### src/hdl/pspwm_map.svh
// Register offsets, field positions and reset values of the power stage PWM block
`ifndef PSPWM_MAP_SVH
`define PSPWM_MAP_SVH
`define PSPWM_OFF_SYNC_OUT 12'h000
`define PSPWM_OFF_SET_A 12'h004
`define PSPWM_OFF_RESET_A 12'h008
`define PSPWM_OFF_SET_B 12'h00c
`define PSPWM_OFF_RESET_B 12'h010
`define PSPWM_OFF_GEN_CFG 12'h014
`define PSPWM_OFF_GEN_CTL 12'h018
`define PSPWM_OFF_INPUT_CTL 12'h01c
`define PSPWM_OFF_IRQ_MASK 12'h020
`define PSPWM_OFF_IRQ_FLAG 12'h024
`define PSPWM_OFF_STATUS 12'h028
`define PSPWM_RST_BYTE 8'h00
`define PSPWM_RST_WORD 16'h0000
`define PSPWM_IRQ_EC 0
`define PSPWM_IRQ_EEC 1
`define PSPWM_IRQ_CAPT 2
`define PSPWM_ENH_LAST 4'hf
`define PSPWM_DIV_4 8'h03
`define PSPWM_DIV_32 8'h1f
`define PSPWM_DIV_256 8'hff
`endif

### src/hdl/pspwm_pkg.sv
// Types of the power stage PWM block
package pspwm_pkg;
    typedef struct packed {
        logic input_select_a_hi;
        logic input_select_b_hi;
        logic [1:0] adc_sync_select;
        logic rsv3;
        logic out_b_pin_enable;
        logic rsv1;
        logic out_a_pin_enable;
    } pspwm_sync_out_type;
    typedef struct packed {
        logic half_duty_mode;
        logic auto_update_hold;
        logic update_hold;
        logic [1:0] ramp_mode_select;
        logic output_polarity;
        logic clock_source_select;
        logic rsv0;
    } pspwm_cfg_type;
    typedef struct packed {
        logic [1:0] prescale_select;
        logic flank_mod_select_hi;
        logic direct_fault_out_b;
        logic direct_fault_out_a;
        logic flank_mod_select_lo;
        logic complete_cycle_halt;
        logic run_control;
    } pspwm_ctl_type;
    typedef struct packed {
        logic [11:0] set_a;
        logic [11:0] reset_a;
        logic [11:0] set_b;
        logic [15:0] reset_b;
        pspwm_sync_out_type sync_out;
    } pspwm_shadow_type;
    typedef struct packed {
        logic out_a;
        logic out_a_oe;
        logic out_b;
        logic out_b_oe;
        logic adc_sync;
    } pspwm_pins_type;
    typedef enum logic [1:0] {PSPWM_RAMP1, PSPWM_RAMP2, PSPWM_RAMP4, PSPWM_RAMP_RSV} pspwm_ramp_type;
    typedef enum {PSPWM_IDLE, PSPWM_RUN, PSPWM_FINISH} pspwm_state_type;
endpackage

### src/hdl/pspwm_top.sv
// Power stage PWM configuration, compare and event logic with an APB slave
`timescale 1ns/100ps
`include "pspwm_map.svh"
module pspwm_top (
    input wire logic clk,
    input wire logic reset_n,
    input wire logic psel,
    input wire logic penable,
    input wire logic pwrite,
    input wire logic [11:0] paddr,
    input wire logic [31:0] pwdata,
    output logic [31:0] prdata,
    output logic pready,
    output logic pslverr,
    input wire logic fast_clock,
    input wire logic slow_clock,
    input wire logic slave_autorun,
    input wire logic stage_input_main,
    input wire logic stage_input_alt_a,
    input wire logic stage_input_alt_b,
    input wire logic comparator_out,
    input wire logic sync_error,
    input wire logic port_out_a,
    input wire logic port_out_b,
    output pspwm_pkg::pspwm_pins_type pins,
    output logic irq
);
    import pspwm_pkg::*;
    logic rst_meta, rst_n;
    always_ff @(posedge clk or negedge reset_n) begin
        if (!reset_n) begin
            rst_meta <= 1'b0;
            rst_n <= 1'b0;
        end else begin
            rst_meta <= 1'b1;
            rst_n <= rst_meta;
        end
    end

    // APB slave, zero wait states
    logic wr_en, rd_en;
    assign pready = 1'b1;
    assign wr_en = psel && penable && pwrite;
    assign rd_en = psel && penable && !pwrite;

    pspwm_shadow_type staged, live;
    pspwm_cfg_type cfg;
    pspwm_ctl_type ctl;
    logic [7:0] temp_hi;
    logic [1:0] input_lo_sel;
    logic [2:0] irq_mask, irq_flag;
    logic rb_written_last, pending;
    logic hit_known;
    assign hit_known = paddr inside {`PSPWM_OFF_SYNC_OUT, `PSPWM_OFF_SET_A, `PSPWM_OFF_RESET_A, `PSPWM_OFF_SET_B,
        `PSPWM_OFF_RESET_B, `PSPWM_OFF_GEN_CFG, `PSPWM_OFF_GEN_CTL, `PSPWM_OFF_INPUT_CTL,
        `PSPWM_OFF_IRQ_MASK, `PSPWM_OFF_IRQ_FLAG, `PSPWM_OFF_STATUS};
    assign pslverr = psel && penable && !hit_known;

    // Wide writes: bits 15:8 write the latch, bits 7:0 commit latch plus low byte
    logic [15:0] wide_val;
    assign wide_val = {temp_hi, pwdata[7:0]};
    always_ff @(posedge clk or negedge rst_n) begin
        if (!rst_n) begin
            temp_hi <= `PSPWM_RST_BYTE;
        end else if (wr_en && pwdata[16]) begin
            temp_hi <= pwdata[15:8];
        end
    end

    logic is_wide, lo_commit;
    assign is_wide = paddr == `PSPWM_OFF_SET_A || paddr == `PSPWM_OFF_RESET_A ||
                     paddr == `PSPWM_OFF_SET_B || paddr == `PSPWM_OFF_RESET_B;
    assign lo_commit = wr_en && is_wide && !pwdata[16];

    always_ff @(posedge clk or negedge rst_n) begin
        if (!rst_n) begin
            staged <= '0;
        end else if (lo_commit || (wr_en && paddr == `PSPWM_OFF_SYNC_OUT)) begin
            case (paddr)
                `PSPWM_OFF_SET_A: staged.set_a <= wide_val[11:0];
                `PSPWM_OFF_RESET_A: staged.reset_a <= wide_val[11:0];
                `PSPWM_OFF_SET_B: staged.set_b <= wide_val[11:0];
                `PSPWM_OFF_RESET_B: begin
                    staged.reset_b <= wide_val;
                    if (cfg.half_duty_mode) begin
                        staged.reset_a <= wide_val[11:0];
                        staged.set_a <= staged.set_b;
                    end
                end
                `PSPWM_OFF_SYNC_OUT: staged.sync_out <= pwdata[7:0];
                default: staged.set_a <= staged.set_a;
            endcase
        end
    end

    always_ff @(posedge clk or negedge rst_n) begin
        if (!rst_n) begin
            cfg <= `PSPWM_RST_BYTE;
            ctl <= `PSPWM_RST_BYTE;
            input_lo_sel <= 2'h0;
            irq_mask <= 3'h0;
        end else if (wr_en) begin
            case (paddr)
                `PSPWM_OFF_GEN_CFG: cfg <= pwdata[7:0];
                `PSPWM_OFF_GEN_CTL: ctl <= pwdata[7:0];
                `PSPWM_OFF_INPUT_CTL: input_lo_sel <= pwdata[1:0];
                `PSPWM_OFF_IRQ_MASK: irq_mask <= pwdata[2:0];
                default: ctl <= ctl;
            endcase
        end
    end

    // Prescaler on the chosen counter clock (both enables sync to clk)
    logic tick_src, tick;
    logic [7:0] pre_cnt, pre_lim;
    assign tick_src = cfg.clock_source_select ? fast_clock : slow_clock;
    always_comb begin
        case (ctl.prescale_select)
            2'h0: pre_lim = 8'h00;
            2'h1: pre_lim = `PSPWM_DIV_4;
            2'h2: pre_lim = `PSPWM_DIV_32;
            default: pre_lim = `PSPWM_DIV_256;
        endcase
    end
    assign tick = tick_src && pre_cnt >= pre_lim;
    always_ff @(posedge clk or negedge rst_n) begin
        if (!rst_n) begin
            pre_cnt <= 8'h00;
        end else if (tick_src) begin
            pre_cnt <= (pre_cnt >= pre_lim) ? 8'h00 : pre_cnt + 8'h01;
        end
    end

    // Run control
    pspwm_state_type state;
    logic [11:0] counter;
    logic [3:0] enh_cycle;
    logic cycle_end, running;
    assign running = state != PSPWM_IDLE;
    // Flank width: fm_tgt bits are SA, RA, SB, RB; one extra count in the first N of 16 cycles
    logic fm_add;
    logic [3:0] fm_tgt;
    assign fm_add = enh_cycle < live.reset_b[15:12];
    always_comb begin
        case ({ctl.flank_mod_select_hi, ctl.flank_mod_select_lo})
            2'h0: fm_tgt = 4'h8;
            2'h1: fm_tgt = 4'ha;
            2'h2: fm_tgt = 4'h4;
            default: fm_tgt = 4'h5;
        endcase
    end
    assign cycle_end = tick && running && counter == live.reset_b[11:0] + {11'h000, fm_add && fm_tgt[3]};
    always_ff @(posedge clk or negedge rst_n) begin
        if (!rst_n) begin
            state <= PSPWM_IDLE;
        end else begin
            case (state)
                PSPWM_IDLE: if (ctl.run_control || slave_autorun) state <= PSPWM_RUN;
                PSPWM_RUN: begin
                    if (!ctl.run_control && !slave_autorun) begin
                        state <= (ctl.complete_cycle_halt) ? PSPWM_FINISH : PSPWM_IDLE;
                    end
                end
                PSPWM_FINISH: if (ctl.run_control) state <= PSPWM_RUN; else if (cycle_end) state <= PSPWM_IDLE;
                default: state <= PSPWM_IDLE;
            endcase
        end
    end

    pspwm_ramp_type ramp;
    assign ramp = pspwm_ramp_type'(cfg.ramp_mode_select);
    always_ff @(posedge clk or negedge rst_n) begin
        if (!rst_n) begin
            counter <= 12'h000;
            enh_cycle <= 4'h0;
        end else if (!running) begin
            counter <= 12'h000;
            enh_cycle <= 4'h0;
        end else if (cycle_end) begin
            counter <= 12'h000;
            enh_cycle <= enh_cycle + 4'h1;
        end else if (tick) begin
            counter <= counter + 12'h001;
        end
    end

    // Shadow to live update under lock and autolock
    always_ff @(posedge clk or negedge rst_n) begin
        if (!rst_n) begin
            rb_written_last <= 1'b0;
            pending <= 1'b0;
        end else begin
            if (lo_commit || (wr_en && paddr == `PSPWM_OFF_SYNC_OUT)) begin
                rb_written_last <= paddr == `PSPWM_OFF_RESET_B;
                pending <= 1'b1;
            end else if (live == staged) begin
                pending <= 1'b0;
            end
        end
    end
    logic apply;
    assign apply = cfg.auto_update_hold ? (cycle_end && rb_written_last) : !cfg.update_hold;
    always_ff @(posedge clk or negedge rst_n) begin
        if (!rst_n) begin
            live <= '0;
        end else if (apply) begin
            live <= staged;
        end
    end

    // Comparators and waveforms
    logic [3:0] match;
    logic [11:0] cmp_val [4];
    assign cmp_val[0] = live.set_a;
    assign cmp_val[1] = live.reset_a;
    assign cmp_val[2] = live.set_b;
    assign cmp_val[3] = live.reset_b[11:0];
    genvar gi;
    generate
        for (gi = 0; gi < 4; gi++) begin : g_cmp
            assign match[gi] = tick && running && counter == cmp_val[gi] + {11'h000, fm_add && fm_tgt[gi]};
        end
    endgenerate

    logic [1:0] sel_a, sel_b;
    logic fault_a, fault_b;
    assign sel_a = {staged.sync_out.input_select_a_hi, input_lo_sel[0]};
    assign sel_b = {staged.sync_out.input_select_b_hi, input_lo_sel[1]};
    function automatic logic pick(input logic [1:0] s, input logic m, input logic c,
                                  input logic a, input logic b);
        case (s)
            2'h0: pick = m;
            2'h1: pick = c;
            2'h2: pick = a;
            default: pick = b;
        endcase
    endfunction
    assign fault_a = pick(sel_a, stage_input_main, comparator_out, stage_input_alt_a, stage_input_alt_b);
    assign fault_b = pick(sel_b, stage_input_main, comparator_out, stage_input_alt_a, stage_input_alt_b);

    logic wave_a, wave_b;
    always_ff @(posedge clk or negedge rst_n) begin
        if (!rst_n) begin
            wave_a <= 1'b0;
            wave_b <= 1'b0;
        end else begin
            if (match[1] || fault_a || !running) wave_a <= 1'b0;
            else if (match[0]) wave_a <= 1'b1;
            if (match[3] || fault_b || !running) wave_b <= 1'b0;
            else if (match[2]) wave_b <= 1'b1;
        end
    end

    // Pins: direct fault gating applied asynchronously after the flops
    logic act_a, act_b;
    assign act_a = wave_a && !(ctl.direct_fault_out_a && fault_a);
    assign act_b = wave_b && !(ctl.direct_fault_out_b && fault_b);
    assign pins.out_a = live.sync_out.out_a_pin_enable ? (act_a ~^ cfg.output_polarity) : port_out_a;
    assign pins.out_b = live.sync_out.out_b_pin_enable ? (act_b ~^ cfg.output_polarity) : port_out_b;
    assign pins.out_a_oe = 1'b1;
    assign pins.out_b_oe = 1'b1;

    logic sync_evt;
    always_comb begin
        case (live.sync_out.adc_sync_select)
            2'h0: sync_evt = match[0];
            2'h1: sync_evt = match[1] || (fault_a && wave_a);
            2'h2: sync_evt = match[2];
            default: sync_evt = match[3] || (fault_b && wave_b);
        endcase
    end
    logic adc_sync_q;
    always_ff @(posedge clk or negedge rst_n) begin
        if (!rst_n) adc_sync_q <= 1'b0;
        else adc_sync_q <= sync_evt;
    end
    assign pins.adc_sync = adc_sync_q;

    // Event flags, set wins over write-one-to-clear
    logic [2:0] evt;
    logic fa_q, fb_q;
    always_ff @(posedge clk or negedge rst_n) begin
        if (!rst_n) {fa_q, fb_q} <= 2'h0;
        else {fa_q, fb_q} <= {fault_a, fault_b};
    end
    assign evt[`PSPWM_IRQ_EC] = cycle_end;
    assign evt[`PSPWM_IRQ_EEC] = cycle_end && enh_cycle == `PSPWM_ENH_LAST;
    assign evt[`PSPWM_IRQ_CAPT] = (fault_a && !fa_q) || (fault_b && !fb_q) || sync_error;
    always_ff @(posedge clk or negedge rst_n) begin
        if (!rst_n) begin
            irq_flag <= 3'h0;
        end else begin
            irq_flag <= (irq_flag & ~((wr_en && paddr == `PSPWM_OFF_IRQ_FLAG) ? pwdata[2:0] : 3'h0)) | evt;
        end
    end
    assign irq = |(irq_flag & irq_mask);

    always_ff @(posedge clk or negedge rst_n) begin
        if (!rst_n) begin
            prdata <= 32'h0000_0000;
        end else if (psel && !penable && !pwrite) begin
            case (paddr)
                `PSPWM_OFF_SYNC_OUT: prdata <= {24'h0, staged.sync_out};
                `PSPWM_OFF_GEN_CFG: prdata <= {24'h0, cfg};
                `PSPWM_OFF_GEN_CTL: prdata <= {24'h0, ctl};
                `PSPWM_OFF_INPUT_CTL: prdata <= {30'h0, input_lo_sel};
                `PSPWM_OFF_IRQ_MASK: prdata <= {29'h0, irq_mask};
                `PSPWM_OFF_IRQ_FLAG: prdata <= {29'h0, irq_flag};
                `PSPWM_OFF_STATUS: prdata <= {14'h0, pending, running, 4'h0, counter};
                default: prdata <= 32'h0000_0000;
            endcase
        end
    end

    // Assertions
    ec_flag_set_a: assert property (@(posedge clk) disable iff (!rst_n)
        cycle_end |=> irq_flag[0]) else $error("end of cycle flag not set");
    eec_flag_set_a: assert property (@(posedge clk) disable iff (!rst_n)
        (cycle_end && enh_cycle == 4'hf) |=> irq_flag[1]) else $error("enhanced flag not set");
    capt_flag_a: assert property (@(posedge clk) disable iff (!rst_n)
        sync_error |=> irq_flag[2]) else $error("capture flag not set");
    lock_hold_a: assert property (@(posedge clk) disable iff (!rst_n)
        (cfg.update_hold && !cfg.auto_update_hold) |=> $stable(live)) else $error("lock leaked");
    autolock_a: assert property (@(posedge clk) disable iff (!rst_n)
        (cfg.auto_update_hold && !cycle_end) |=> $stable(live)) else $error("autolock leaked");
    half_duty_a: assert property (@(posedge clk) disable iff (!rst_n)
        (lo_commit && paddr == 12'h010 && cfg.half_duty_mode) |=> staged.reset_a == staged.reset_b[11:0])
        else $error("fifty copy missing");
    out_a_port_a: assert property (@(posedge clk) disable iff (!rst_n)
        !live.sync_out.out_a_pin_enable |-> pins.out_a == port_out_a) else $error("pin A not port");
    out_b_port_a: assert property (@(posedge clk) disable iff (!rst_n)
        !live.sync_out.out_b_pin_enable |-> pins.out_b == port_out_b) else $error("pin B not port");
    run_start_a: assert property (@(posedge clk) disable iff (!rst_n)
        (state == PSPWM_IDLE && ctl.run_control) |=> running) else $error("run ignored");
    sync_pulse_a: assert property (@(posedge clk) disable iff (!rst_n)
        (live.sync_out.adc_sync_select == 2'h2 && match[2]) |=> pins.adc_sync) else $error("sync missing");
    cover_cycle_c: cover property (@(posedge clk) disable iff (!rst_n) cycle_end);
    cover_enh_c: cover property (@(posedge clk) disable iff (!rst_n) evt[1]);
    cover_finish_c: cover property (@(posedge clk) disable iff (!rst_n) state == PSPWM_FINISH ##1 !running);
endmodule // pspwm_top

### config.mk
export PLATFORM = sky130hd
export DESIGN_NAME = pspwm_top
export DESIGN_NICKNAME = d
export VERILOG_FILES = /design/src/hdl/pspwm_pkg.sv /design/src/hdl/pspwm_top.sv
export VERILOG_INCLUDE_DIRS = /design/src /design/src/hdl
export SDC_FILE = /design/constraint.sdc
export NUM_CORES = 1
export LEC_CHECK = 0
export BUFFER_PORTS_ARGS = -buffer_cell sky130_fd_sc_hd__buf_4
export CORE_MARGIN = 2
export CORE_UTILIZATION = 50
export DETAILED_ROUTE_END_ITERATION = 10
export PLACE_DENSITY = 0.69
export SETUP_SLACK_MARGIN = 0.3
export SLEW_MARGIN = 25
export SYNTH_ARGS = -nofsm -noshare
export SYNTH_HDL_FRONTEND = slang
export SYNTH_SLANG_ARGS = --single-unit
export TNS_END_PERCENT = 50
### constraint.sdc
create_clock -name clk -period 7.55 [get_ports clk]
set_input_delay 1.51 -clock clk [delete_from_list [all_inputs] [get_ports clk]]
set_output_delay 1.51 -clock clk [all_outputs]
set_load 0.03 [all_outputs]
=== Yosys cells after proc, flatten, opt, wreduce, memory -nomap -nowiden ===
Cells that the tools add are included.
Widths: inputs -> output; s select.

* Register bits after elaboration: 249
* Bits of input ports: 59
* Word-level logic and storage cells: 216

* Add/sub/neg operators: 7
* Order comparisons: 2
* Equal/unequal tests: 34
* Muxes and demuxes: 32
* Bitwise operators: 6
* Reduce and logical (&&, ||, !) cells: 81

{| class="wikitable"
|+ Operators by type and width
! cell !! number
|-
| $mux 32 || 4
|-
| $pmux 18 s7 || 1
|-
| $pmux 32 s3 || 1
|-
| $eq 60x60->1 || 1
|-
| $add 12x1->12 || 4
|-
| $eq 12x12->1 || 4
|-
| $eq 12x5->1 const B || 4
|-
| $pmux 12 s2 || 2
|-
| $eq 12x6->1 const B || 3
|-
| $mux 12 || 3
|-
| $eq 32x1->1 const B || 1
|-
| $eq 32x2->1 const B || 1
|-
| $logic_not 32->1 || 1
|-
| $reduce_bool 32->1 || 1
|-
| $logic_and 1x1->1 || 31
|-
| $eq 12x4->1 const B || 2
|-
| $mux 24 || 1
|-
| $pmux 8 s3 || 1
|-
| $reduce_and 2->1 || 7
|-
| $logic_or 1x1->1 || 13
|-
| $add 12x1->12 const B || 1
|-
| $eq 12x3->1 const B || 1
|-
| $logic_not 1->1 || 12
|-
| $logic_not 12->1 || 1
|-
| other kinds (25) || 61
|}

=== Depth between registers and ports, before layout ===
Gate-level depths: netlist of run 1.

* Word-level depth: 9
* Gate-level depth with buffers: 17
* Mapped depth without buffers: 16

=== Worst setup path after synthesis of run 1 ===
OpenSTA, ideal clock, no wires.

* Path kind: reg-to-reg
* From: register live[21] (netlist name)
* To: register live, in the netlist cmp_val[0]
* Library setup time: 0.125 ns
* Data arrival time: 4.022 ns
* Path slack: 3.404 ns
* Cell stages (with the launch flop): 18
* Path buffers: 2
* Period minus slack after synthesis: 4.146 ns
* Cell sequence: dfrtp_1 inv_1 ha_1 a21o_1 a21o_1 a21oi_1 nor2b_1 ha_1 ha_1 xnor2_1 nand2_1 or4_1 a2111o_1 or4_1 buf_2 o22ai_4 buf_6 mux2_2

* Cells in the longest elaborated chain, start to end: 7

{| class="wikitable"
|+ RTL lines
! element !! line !! text
|-
| start, declared || pspwm_top.sv:46 || <nowiki>pspwm_shadow_type staged, live;</nowiki>
|-
| start signal, assigned || pspwm_top.sv:207 || <nowiki>live <= staged;</nowiki>
|-
| $lt 4x4->1 || pspwm_top.sv:143 || <nowiki>assign fm_add = enh_cycle < live.reset_b[15:12];</nowiki>
|-
| $logic_and 1x1->1 || pspwm_top.sv:152 || <nowiki>assign cycle_end = tick && running && counter == live.reset_b[11:0] + {11'h000, fm_add && fm_tgt[3]};</nowiki>
|-
| $add 12x1->12 || pspwm_top.sv:152 ||
|-
| $eq 12x12->1 || pspwm_top.sv:152 ||
|-
| $logic_and 1x1->1 || pspwm_top.sv:152 ||
|-
| $logic_and 1x1->1 || pspwm_top.sv:202 || <nowiki>assign apply = cfg.auto_update_hold ? (cycle_end && rb_written_last) : !cfg.update_hold;</nowiki>
|-
| $mux 1 || pspwm_top.sv:202 ||
|}

No other way between the ends.
A chain may end at the register's enable or synchronous reset.

=== Worst setup path after layout of run 1 ===
* From: register live[21] (netlist name)
* To: register live, in the netlist cmp_val[5]

Same word-level chain as after synthesis.

==> key figures, run 1 <==
Status
  – Status: complete, no violations

Synth
  – #FFs+latches synth: 201
  – Mean Syn Cell Area: 10.9 µm²
  – Yosys warning count: 0
  – Synth Instances: 1039
  – Number of synthesized flops with an enable pin: 0
  – Register area share after synthesis: 44.3%
  – Top FF cell, synth: dfrtp_1
  – Post-Syn Area: 0.0114 mm²
  – Synth cell types: 69
  – Async SR Flop Fraction: 100%

GRT
  – Largest net degree at the start of global routing: 163
  – First-pass GRT wire length: 46.6 mm
  – Top Usage Layer GRT: met2
  – Initial antenna violation count: 1
  – Number of global-route vias before repair: 8170
  – Met3 usage: 4.37%
  – Global Route met1 Usage: 34.4%
  – Total GRT Usage: 25.3%
  – GR Util met2: 40.4%
  – Total gr overflow: 0

Drt
  – Total DRC errors in the routed layout: 0
  – WL/cell: 21.8 µm
  – Total iterations of the first detailed-routing run: 5
  – Vias post-DR: 8465
  – Detail-routed via count per cell: 6.14
  – Detail Route Antenna Nets: 0
  – Routed wire length: 30.0 mm
  – Initial DRC Count: 674

Clock network
  – Resized cells post-CTS: 0
  – CTS Buf Count: 23
  – CTS tree: yes
  – CTS H-Tree Depth: 1
  – Clk buf depth: 3
  – Post-CTS Hold Buffers: 0
  – Worst skew pair latency: 0.54 ns
  – Clock sink total: 201
  – Setup Buffers After CTS: 0
  – CTS Root Cell: clkbuf_16
  – Clock-pin transition on the worst setup and hold timing paths: 0.06 ns

Critical path
  – CP required: 7.95 ns
  – CP max FO: 54
  – Longest individual stage delay on the worst path: 0.68 ns
  – CP top delay family: compound AO/OA/AOI/OAI gates
  – Setup Crit Path Kind: reg -> reg
  – Slowest cell on crit path: buf_4
  – Critical Path End Type: flip-flop
  – Buf/Inv on CP: 2
  – Most used cell along the critical path: ha_1
  – Worst Path Arrival: 6.00 ns
  – Startpoint Class: flip-flop
  – CP Cell Sequence: inv_1 -> ha_1 -> a21o_1 -> a21o_1 -> a21oi_1 -> nor2b_1 -> ha_1 -> ha_1 -> xnor2_1 -> nand2_1 -> or4_1 -> a2111o_1 -> or4_1 -> o22ai_4 -> buf_4 -> mux2_2

STA
  – Max-slew violations: 0
  – Setup-failing EPs final: 0
  – Worst-Margin Slew: 0.976 ns
  – Part of the cycle the worst path needs: 74.1%
  – Final setup margin: 1.95 ns
  – Setup TNS: 0 ns
  – Clock skew: 0.0248 ns
  – Min Tclk post-route: 5.60 ns
  – Max frequency: 0.179 GHz
  – Worst rel slew slack: 34.8%
  – Final Hold Vio Count: 0
  – RSZ-0062 raised after global routing: no

Pwr
  – Power per cell area: 197 mW/mm²
  – Switching share of power: 24.5%
  – Clk pwr share: 47.4%
  – Logic pwr share: 7.1%
  – Psw: 613 µW
  – Power, Total: 2500 µW
  – Internal power: 1890 µW
  – Seq pwr share: 45.6%
  – Leakage: 0.00622 µW
  – Worst VDD drop: 212 µV

Floorplanning
  – Core area: 0.0224 mm²
  – DIE WIDTH: 155 µm
  – Die area: 0.0239 mm²
  – Io pins: 99
  – Starting Density: 50.6%
  – Die height: 155 µm
  – Site Rows: 55

Worst hold path
  – HP Class: reg -> async

Final layout
  – Final net count: 1157
  – Area grow syn2layout: 12.1%
  – Most frequent cells in the layout: 200 x dfrtp_1, 163 x mux2_2, 71 x buf_4
  – Commonest non-fill, non-tap cell in the layout: dfrtp_1
  – Layout cells sized above 1: 27.0%

Placement
  – GPL Wtd Cong: 0.926
  – HPWL after detailed placement: 21.3 mm
  – Port Buffers: 62
  – Pre-CTS setup slack: 2.10 ns

Flow run
  – Maxcap violations: 0
-- cells in the mapped netlist, drive strengths merged (7+ instances only) --
cell      n  area [µm²]
clkbuf   41         154
inv      20        75.1
xnor2    56         490
o31ai     7        52.6
nor3     17        85.1
o21ai    24         120
nor2b     8        50.1
nand2b    9        56.3
and3     12        75.1
mux2    163        1840
buf      39         283
nor2     43         161
ha       22         275
nand4    21         131
nand2    60         225
mux2i     8        80.1
and4      9        78.8
a31oi    15        93.8
a21o      7        52.6
nand3    31         155
a211oi   13        97.6
dfrtp   201        5030
a22oi    15         113
xor2     67         594
nor4     21         131
a21oi    20         100
-- state kept, by name, summed over array words and instances (netlist names), 3 cells and up --
name / cells
irq_mask: 3
staged: 58
counter: 12
pre_cnt: 8
prdata: 14
cfg: 6
irq_flag: 3
cmp_val: 48
ctl: 8
temp_hi: 8
live: 12
enh_cycle: 4
-- per-stage QoR --
stage               utilization, %  hold slack, ns  cells  cell area, µm²
global placement              53.1           0.316   1336           11900
CTS                           56.7           0.322   1378           12700
detailed placement            53.1           0.315   1336           11900
floorplan                        -           0.331   1059           11400
global route                  56.7           0.352   1378           12700
finish                        56.7           0.299   1379           12700
-- power by group through the flow --
stage          clock network (µW)  registers (µW)  logic [µW]
3_5_place_dp                    0            1160         178
3_3_place_gp                    0            1160         174
5_1_grt                      1240            1140         196
4_1_cts                      1200            1140         179
6_report                     1180            1140         177
2_1_floorplan                   0            1170         101
-- layer usage --
layer / share of wire, % / routed length (µm) / vias to the layer above
met5: 0 / 0 / -
met4: 4.5 / 1360 / 0
met3: 7.0 / 2090 / 75
met2: 46 / 13700 / 296
met1: 43 / 12900 / 4291
li1: - / - / 3803
-- layout make-up --
type / instances / area (µm²)
Fill cell: 1898 / 9710
Tap cell: 285 / 357
Timing Repair Buffer: 72 / 553
Inverter: 20 / 75.1
Antenna cell: 1 / 2.50
Clock buffer: 26 / 597
Sequential cell: 201 / 5030
Clock inverter: 16 / 205
Multi-Input combinational cell: 758 / 5900
-- worst paths after layout --
check                           startpoint  slack [ns]  cells after the start               to
worst max-delay path              live[21]        1.95                     16       cmp_val[5]
worst min-delay path                 rst_n        0.30                      0  input_lo_sel[1]
worst max register to register    live[21]        1.95                     16       cmp_val[5]
worst min register to register       rst_n        0.30                      0  input_lo_sel[1]
max in group asynchronous            rst_n        5.99                      1      cmp_val[26]
min in group clk                  rst_meta        0.35                      0            rst_n
-- kinds of logic (layout without fill, tap and decap cells) --
logic type / after synthesis / in the layout / share of synthesized area [%]
AOI/OAI and AO/OA: 143 / 143 / 8.84
other: 2 / 23 / 0.0662
muxes: 173 / 173 / 17.3
DFF: 201 / 201 / 44.3
buffers and inverters: 100 / 134 / 4.51
adders and majority gates: 22 / 22 / 2.42
xor gates and xnor gates: 123 / 123 / 9.56
and+or+nand+nor: 275 / 275 / 13.0
Power figures use the tool's default switching activity.
==> run 2, diff against run 1 <==
--- a/config.mk
+++ b/config.mk
@@ -6,6 +6,7 @@
 export SDC_FILE = /design/constraint.sdc
 export NUM_CORES = 1
 export LEC_CHECK = 0
+export ABC_AREA = 1
 export BUFFER_PORTS_ARGS = -buffer_cell sky130_fd_sc_hd__buf_4
 export CORE_MARGIN = 2
 export CORE_UTILIZATION = 50
==> constraint.sdc (replaced) <==
create_clock -name clk -period 5.3 [get_ports clk]
set_input_delay 1.06 -clock clk [delete_from_list [all_inputs] [get_ports clk]]
set_output_delay 1.06 -clock clk [all_outputs]
set_load 0.03 [all_outputs]
==> key figures, run 2 <==
Critical path
  – Most used cell along the critical path: buf_4
  – CP top delay family: buffers and inverters
  – Setup Crit Path Kind: in -> out
  – CP required: 4.24 ns (-3.71 ns)
  – Startpoint Class: input pin
  – RR Startpoint: live[21]
  – CP max FO: 20 (-63%)
  – Buf/Inv on CP: 5 (+3)
  – CP Launch Point: paddr[11]
  – CP Cell Sequence: buf_4 -> nor2_1 -> nand2_1 -> inv_1 -> nand3_2 -> nor2_1 -> buf_4 -> inv_1 -> o2111ai_1 -> nor4_1 -> buf_4
  – Slowest cell on crit path: inv_1
  – Longest individual stage delay on the worst path: 0.43 ns (-0.25 ns)
  – Worst Path Arrival: 2.90 ns (-3.10 ns)
  – Critical Path End Type: output pin

Synth
  – Synth Instances: 1616 (+56%)
  – Leading area contributor after synthesis: dfrtp_1
  – Register area share after synthesis: 42.1% (-2.2 points)
  – Yosys warning count: 0 (unchanged)
  – Top post-synthesis cells by area: dfrtp_1 42%, nand2_1 17%, nand3_1 7.9%
  – Most frequent cell after synthesis: nand2_1
  – #FFs+latches synth: 201 (unchanged)
  – Synth top cells by count: 539 x nand2_1, 201 x dfrtp_1, 188 x nand3_1
  – Top FF cell, synth: dfrtp_1
  – Mean Syn Cell Area: 7.39 µm² (-32%)
  – Synth cell types: 42 (-39%)
  – Async SR Flop Fraction: 100% (unchanged)
  – Post-synth top area share: 42.1% (-2.2 points)
  – Number of synthesized flops with an enable pin: 0 (unchanged)
  – Post-Syn Area: 0.0119 mm² (+5.2%)

STA
  – Hold WS: 0.292 ns (-0.00739 ns)
  – Final setup margin: 1.34 ns (-0.617 ns)
  – Max frequency: 0.252 GHz
  – RSZ-0062 raised after global routing: no
  – Min Tclk post-route: 3.96 ns
  – Clock skew: 0.0231 ns (-0.00165 ns)
  – Part of the cycle the worst path needs: 74.8%
  – Max-slew violations: 0 (unchanged)
  – Worst rel slew slack: 36.0% (+1.2 points)
  – Setup TNS: 0 ns (unchanged)
  – Final Hold Vio Count: 0 (unchanged)
  – Setup-failing EPs final: 0 (unchanged)
  – Worst-Margin Slew: 0.953 ns (-0.0232 ns)

Final layout
  – Final net count: 1728 (+49%)
  – Reg with most FFs: staged
  – Register Area: 0.00503 mm² (unchanged)
  – Finished Cell Area: 0.0133 mm² (+4.3%)
  – Number of inserted diodes: 0 (-1)
  – Max reg flops: 58 (unchanged)
  – Fill count: 2152 (+13%)
  – Most frequent cells in the layout: 538 x nand2_1, 200 x dfrtp_1, 188 x nand3_1
  – Area grow syn2layout: 11.1%
  – Commonest non-fill, non-tap cell in the layout: nand2_1
  – Layout cells sized above 1: 8.90% (-18 points)
  – Area of the multi-input gates: 0.00596 mm² (+0.98%)

GRT
  – Largest net degree at the start of global routing: 89 (-45%)
  – Initial antenna violation count: 0 (-1)
  – Total GRT Usage: 27.3% (+2.0 points)
  – Number of global-route vias before repair: 9821 (+20%)
  – Total gr overflow: 0 (unchanged)
  – First-pass GRT wire length: 53.0 mm (+14%)

Floorplanning
  – Io pins: 99 (unchanged)
  – Die area: 0.0251 mm² (+5.0%)
  – Die height: 159 µm (+2.5%)
  – Starting Density: 50.9% (+0.27 points)
  – Core area: 0.0235 mm² (+4.6%)
  – DIE WIDTH: 159 µm (+2.5%)
  – Site Rows: 56 (+1.8%)

Clock network
  – Post-CTS Hold Buffers: 0 (unchanged)
  – CTS Root Cell: clkbuf_16
  – Clock-pin transition on the worst setup and hold timing paths: 0.06 ns (about the same)
  – Clk buf depth: 3 (unchanged)
  – Setup Buffers After CTS: 0 (unchanged)
  – CTS Buf Count: 23 (unchanged)
  – Resized cells post-CTS: 0 (unchanged)
  – Worst skew pair latency: 0.53 ns (about the same)
  – Clock sink total: 201 (unchanged)
  – CTS H-Tree Depth: 1 (unchanged)
  – CTS tree: yes

Placement
  – HPWL after detailed placement: 23.8 mm (+12%)
  – GPL Wtd Cong: 0.966 (+4.3%)
  – DP Area: 0.0125 mm² (+4.8%)
  – Pre-CTS setup slack: 1.39 ns (-0.712 ns)
  – Port Buffers: 62 (unchanged)

Pwr
  – Clk pwr share: 47.5% (about the same)
  – Psw: 830 µW (+35%)
  – Power per cell area: 259 mW/mm² (+32%)
  – Switching share of power: 24.1% (-0.39 points)
  – Logic pwr share: 5.9% (-1.2 points)
  – Seq pwr share: 46.6% (+1.0 points)
  – Leakage: 0.00692 µW (+11%)
  – Power, Total: 3440 µW (+38%)
  – Worst VDD drop: 214 µV (+1.2%)
  – Internal power: 2610 µW (+38%)

Drt
  – Vias post-DR: 10.7k (+26%)
  – Routed wire length: 33.5 mm (+11%)
  – Detail-routed via count per cell: 5.40 (-12%)
  – Detail Route Antenna Nets: 0 (unchanged)
  – WL/cell: 16.9 µm (-22%)
  – Initial DRC Count: 872 (+29%)
  – Total iterations of the first detailed-routing run: 5 (unchanged)
  – Total DRC errors in the routed layout: 0 (unchanged)

Flow run
  – Maxcap violations: 0 (unchanged)

Worst hold path
  – HP Class: in -> async

Status
  – Status: complete, no violations
-- run 2: final cells by class --
type                       instances  area share (%)
clock buffer                      34            5.10
clock inverter                     7           0.783
inverter                         141            3.99
multi-input combinational       1206            44.9
sequential                       201            37.9
tap                              319            3.01
timing repair buffer              74            4.28
-- run 2: final timing paths --
| check | slack, ns | end | cells past startpoint |
|---|---|---|---|
| worst max-delay path | 1.34 | pslverr | 11 |
| worst min-delay path | 0.29 | rst_n | 1 |
| worst max register to register | 1.61 | cmp_val[6] | 22 |
| worst min register to register | 0.35 | rst_n | 0 |
| max in group asynchronous | 3.69 | prdata[1] | 1 |
| min in group clk | 0.35 | rst_n | 0 |
-- run 2: logic make-up after synthesis --
family / Yosys count / share of synthesized area [%]
AND/OR/NAND/NOR: 931 / 33.3
buffers and inverters: 229 / 8.65
flip-flops: 201 / 42.1
AO/OA/AOI/OAI: 135 / 6.29
XOR/XNOR: 87 / 6.38
adder cells (fa/ha/maj): 22 / 2.31
multiplexers: 9 / 0.849
other: 2 / 0.0629
-- run 2: power groups by stage --
stage | Sequential [µW] | Combinational, µW | Clock, µW
after detailed placement | 1630 | 203 | 0
final | 1600 | 203 | 1630
after CTS | 1600 | 203 | 1650
after global placement | 1630 | 199 | 0
after global routing | 1610 | 225 | 1720
after floorplan | 1620 | 128 | 0
-- run 2: per-layer routing --
metal	up-vias	track usage [%]	share of wire, %
li1	5227	-	-
met1	5034	39.4	45
met2	393	43.1	45
met3	45	4.79	8.4
met4	0	6.31	1.9
met5	-	0	0
-- run 2: stage by stage --
stage	utilization (%)	cells
4_1_cts	56.5	1982
2_1_floorplan	-	1636
3_3_place_gp	53.2	1941
3_5_place_dp	53.2	1941
5_1_grt	56.5	1982
6_report	56.5	1982
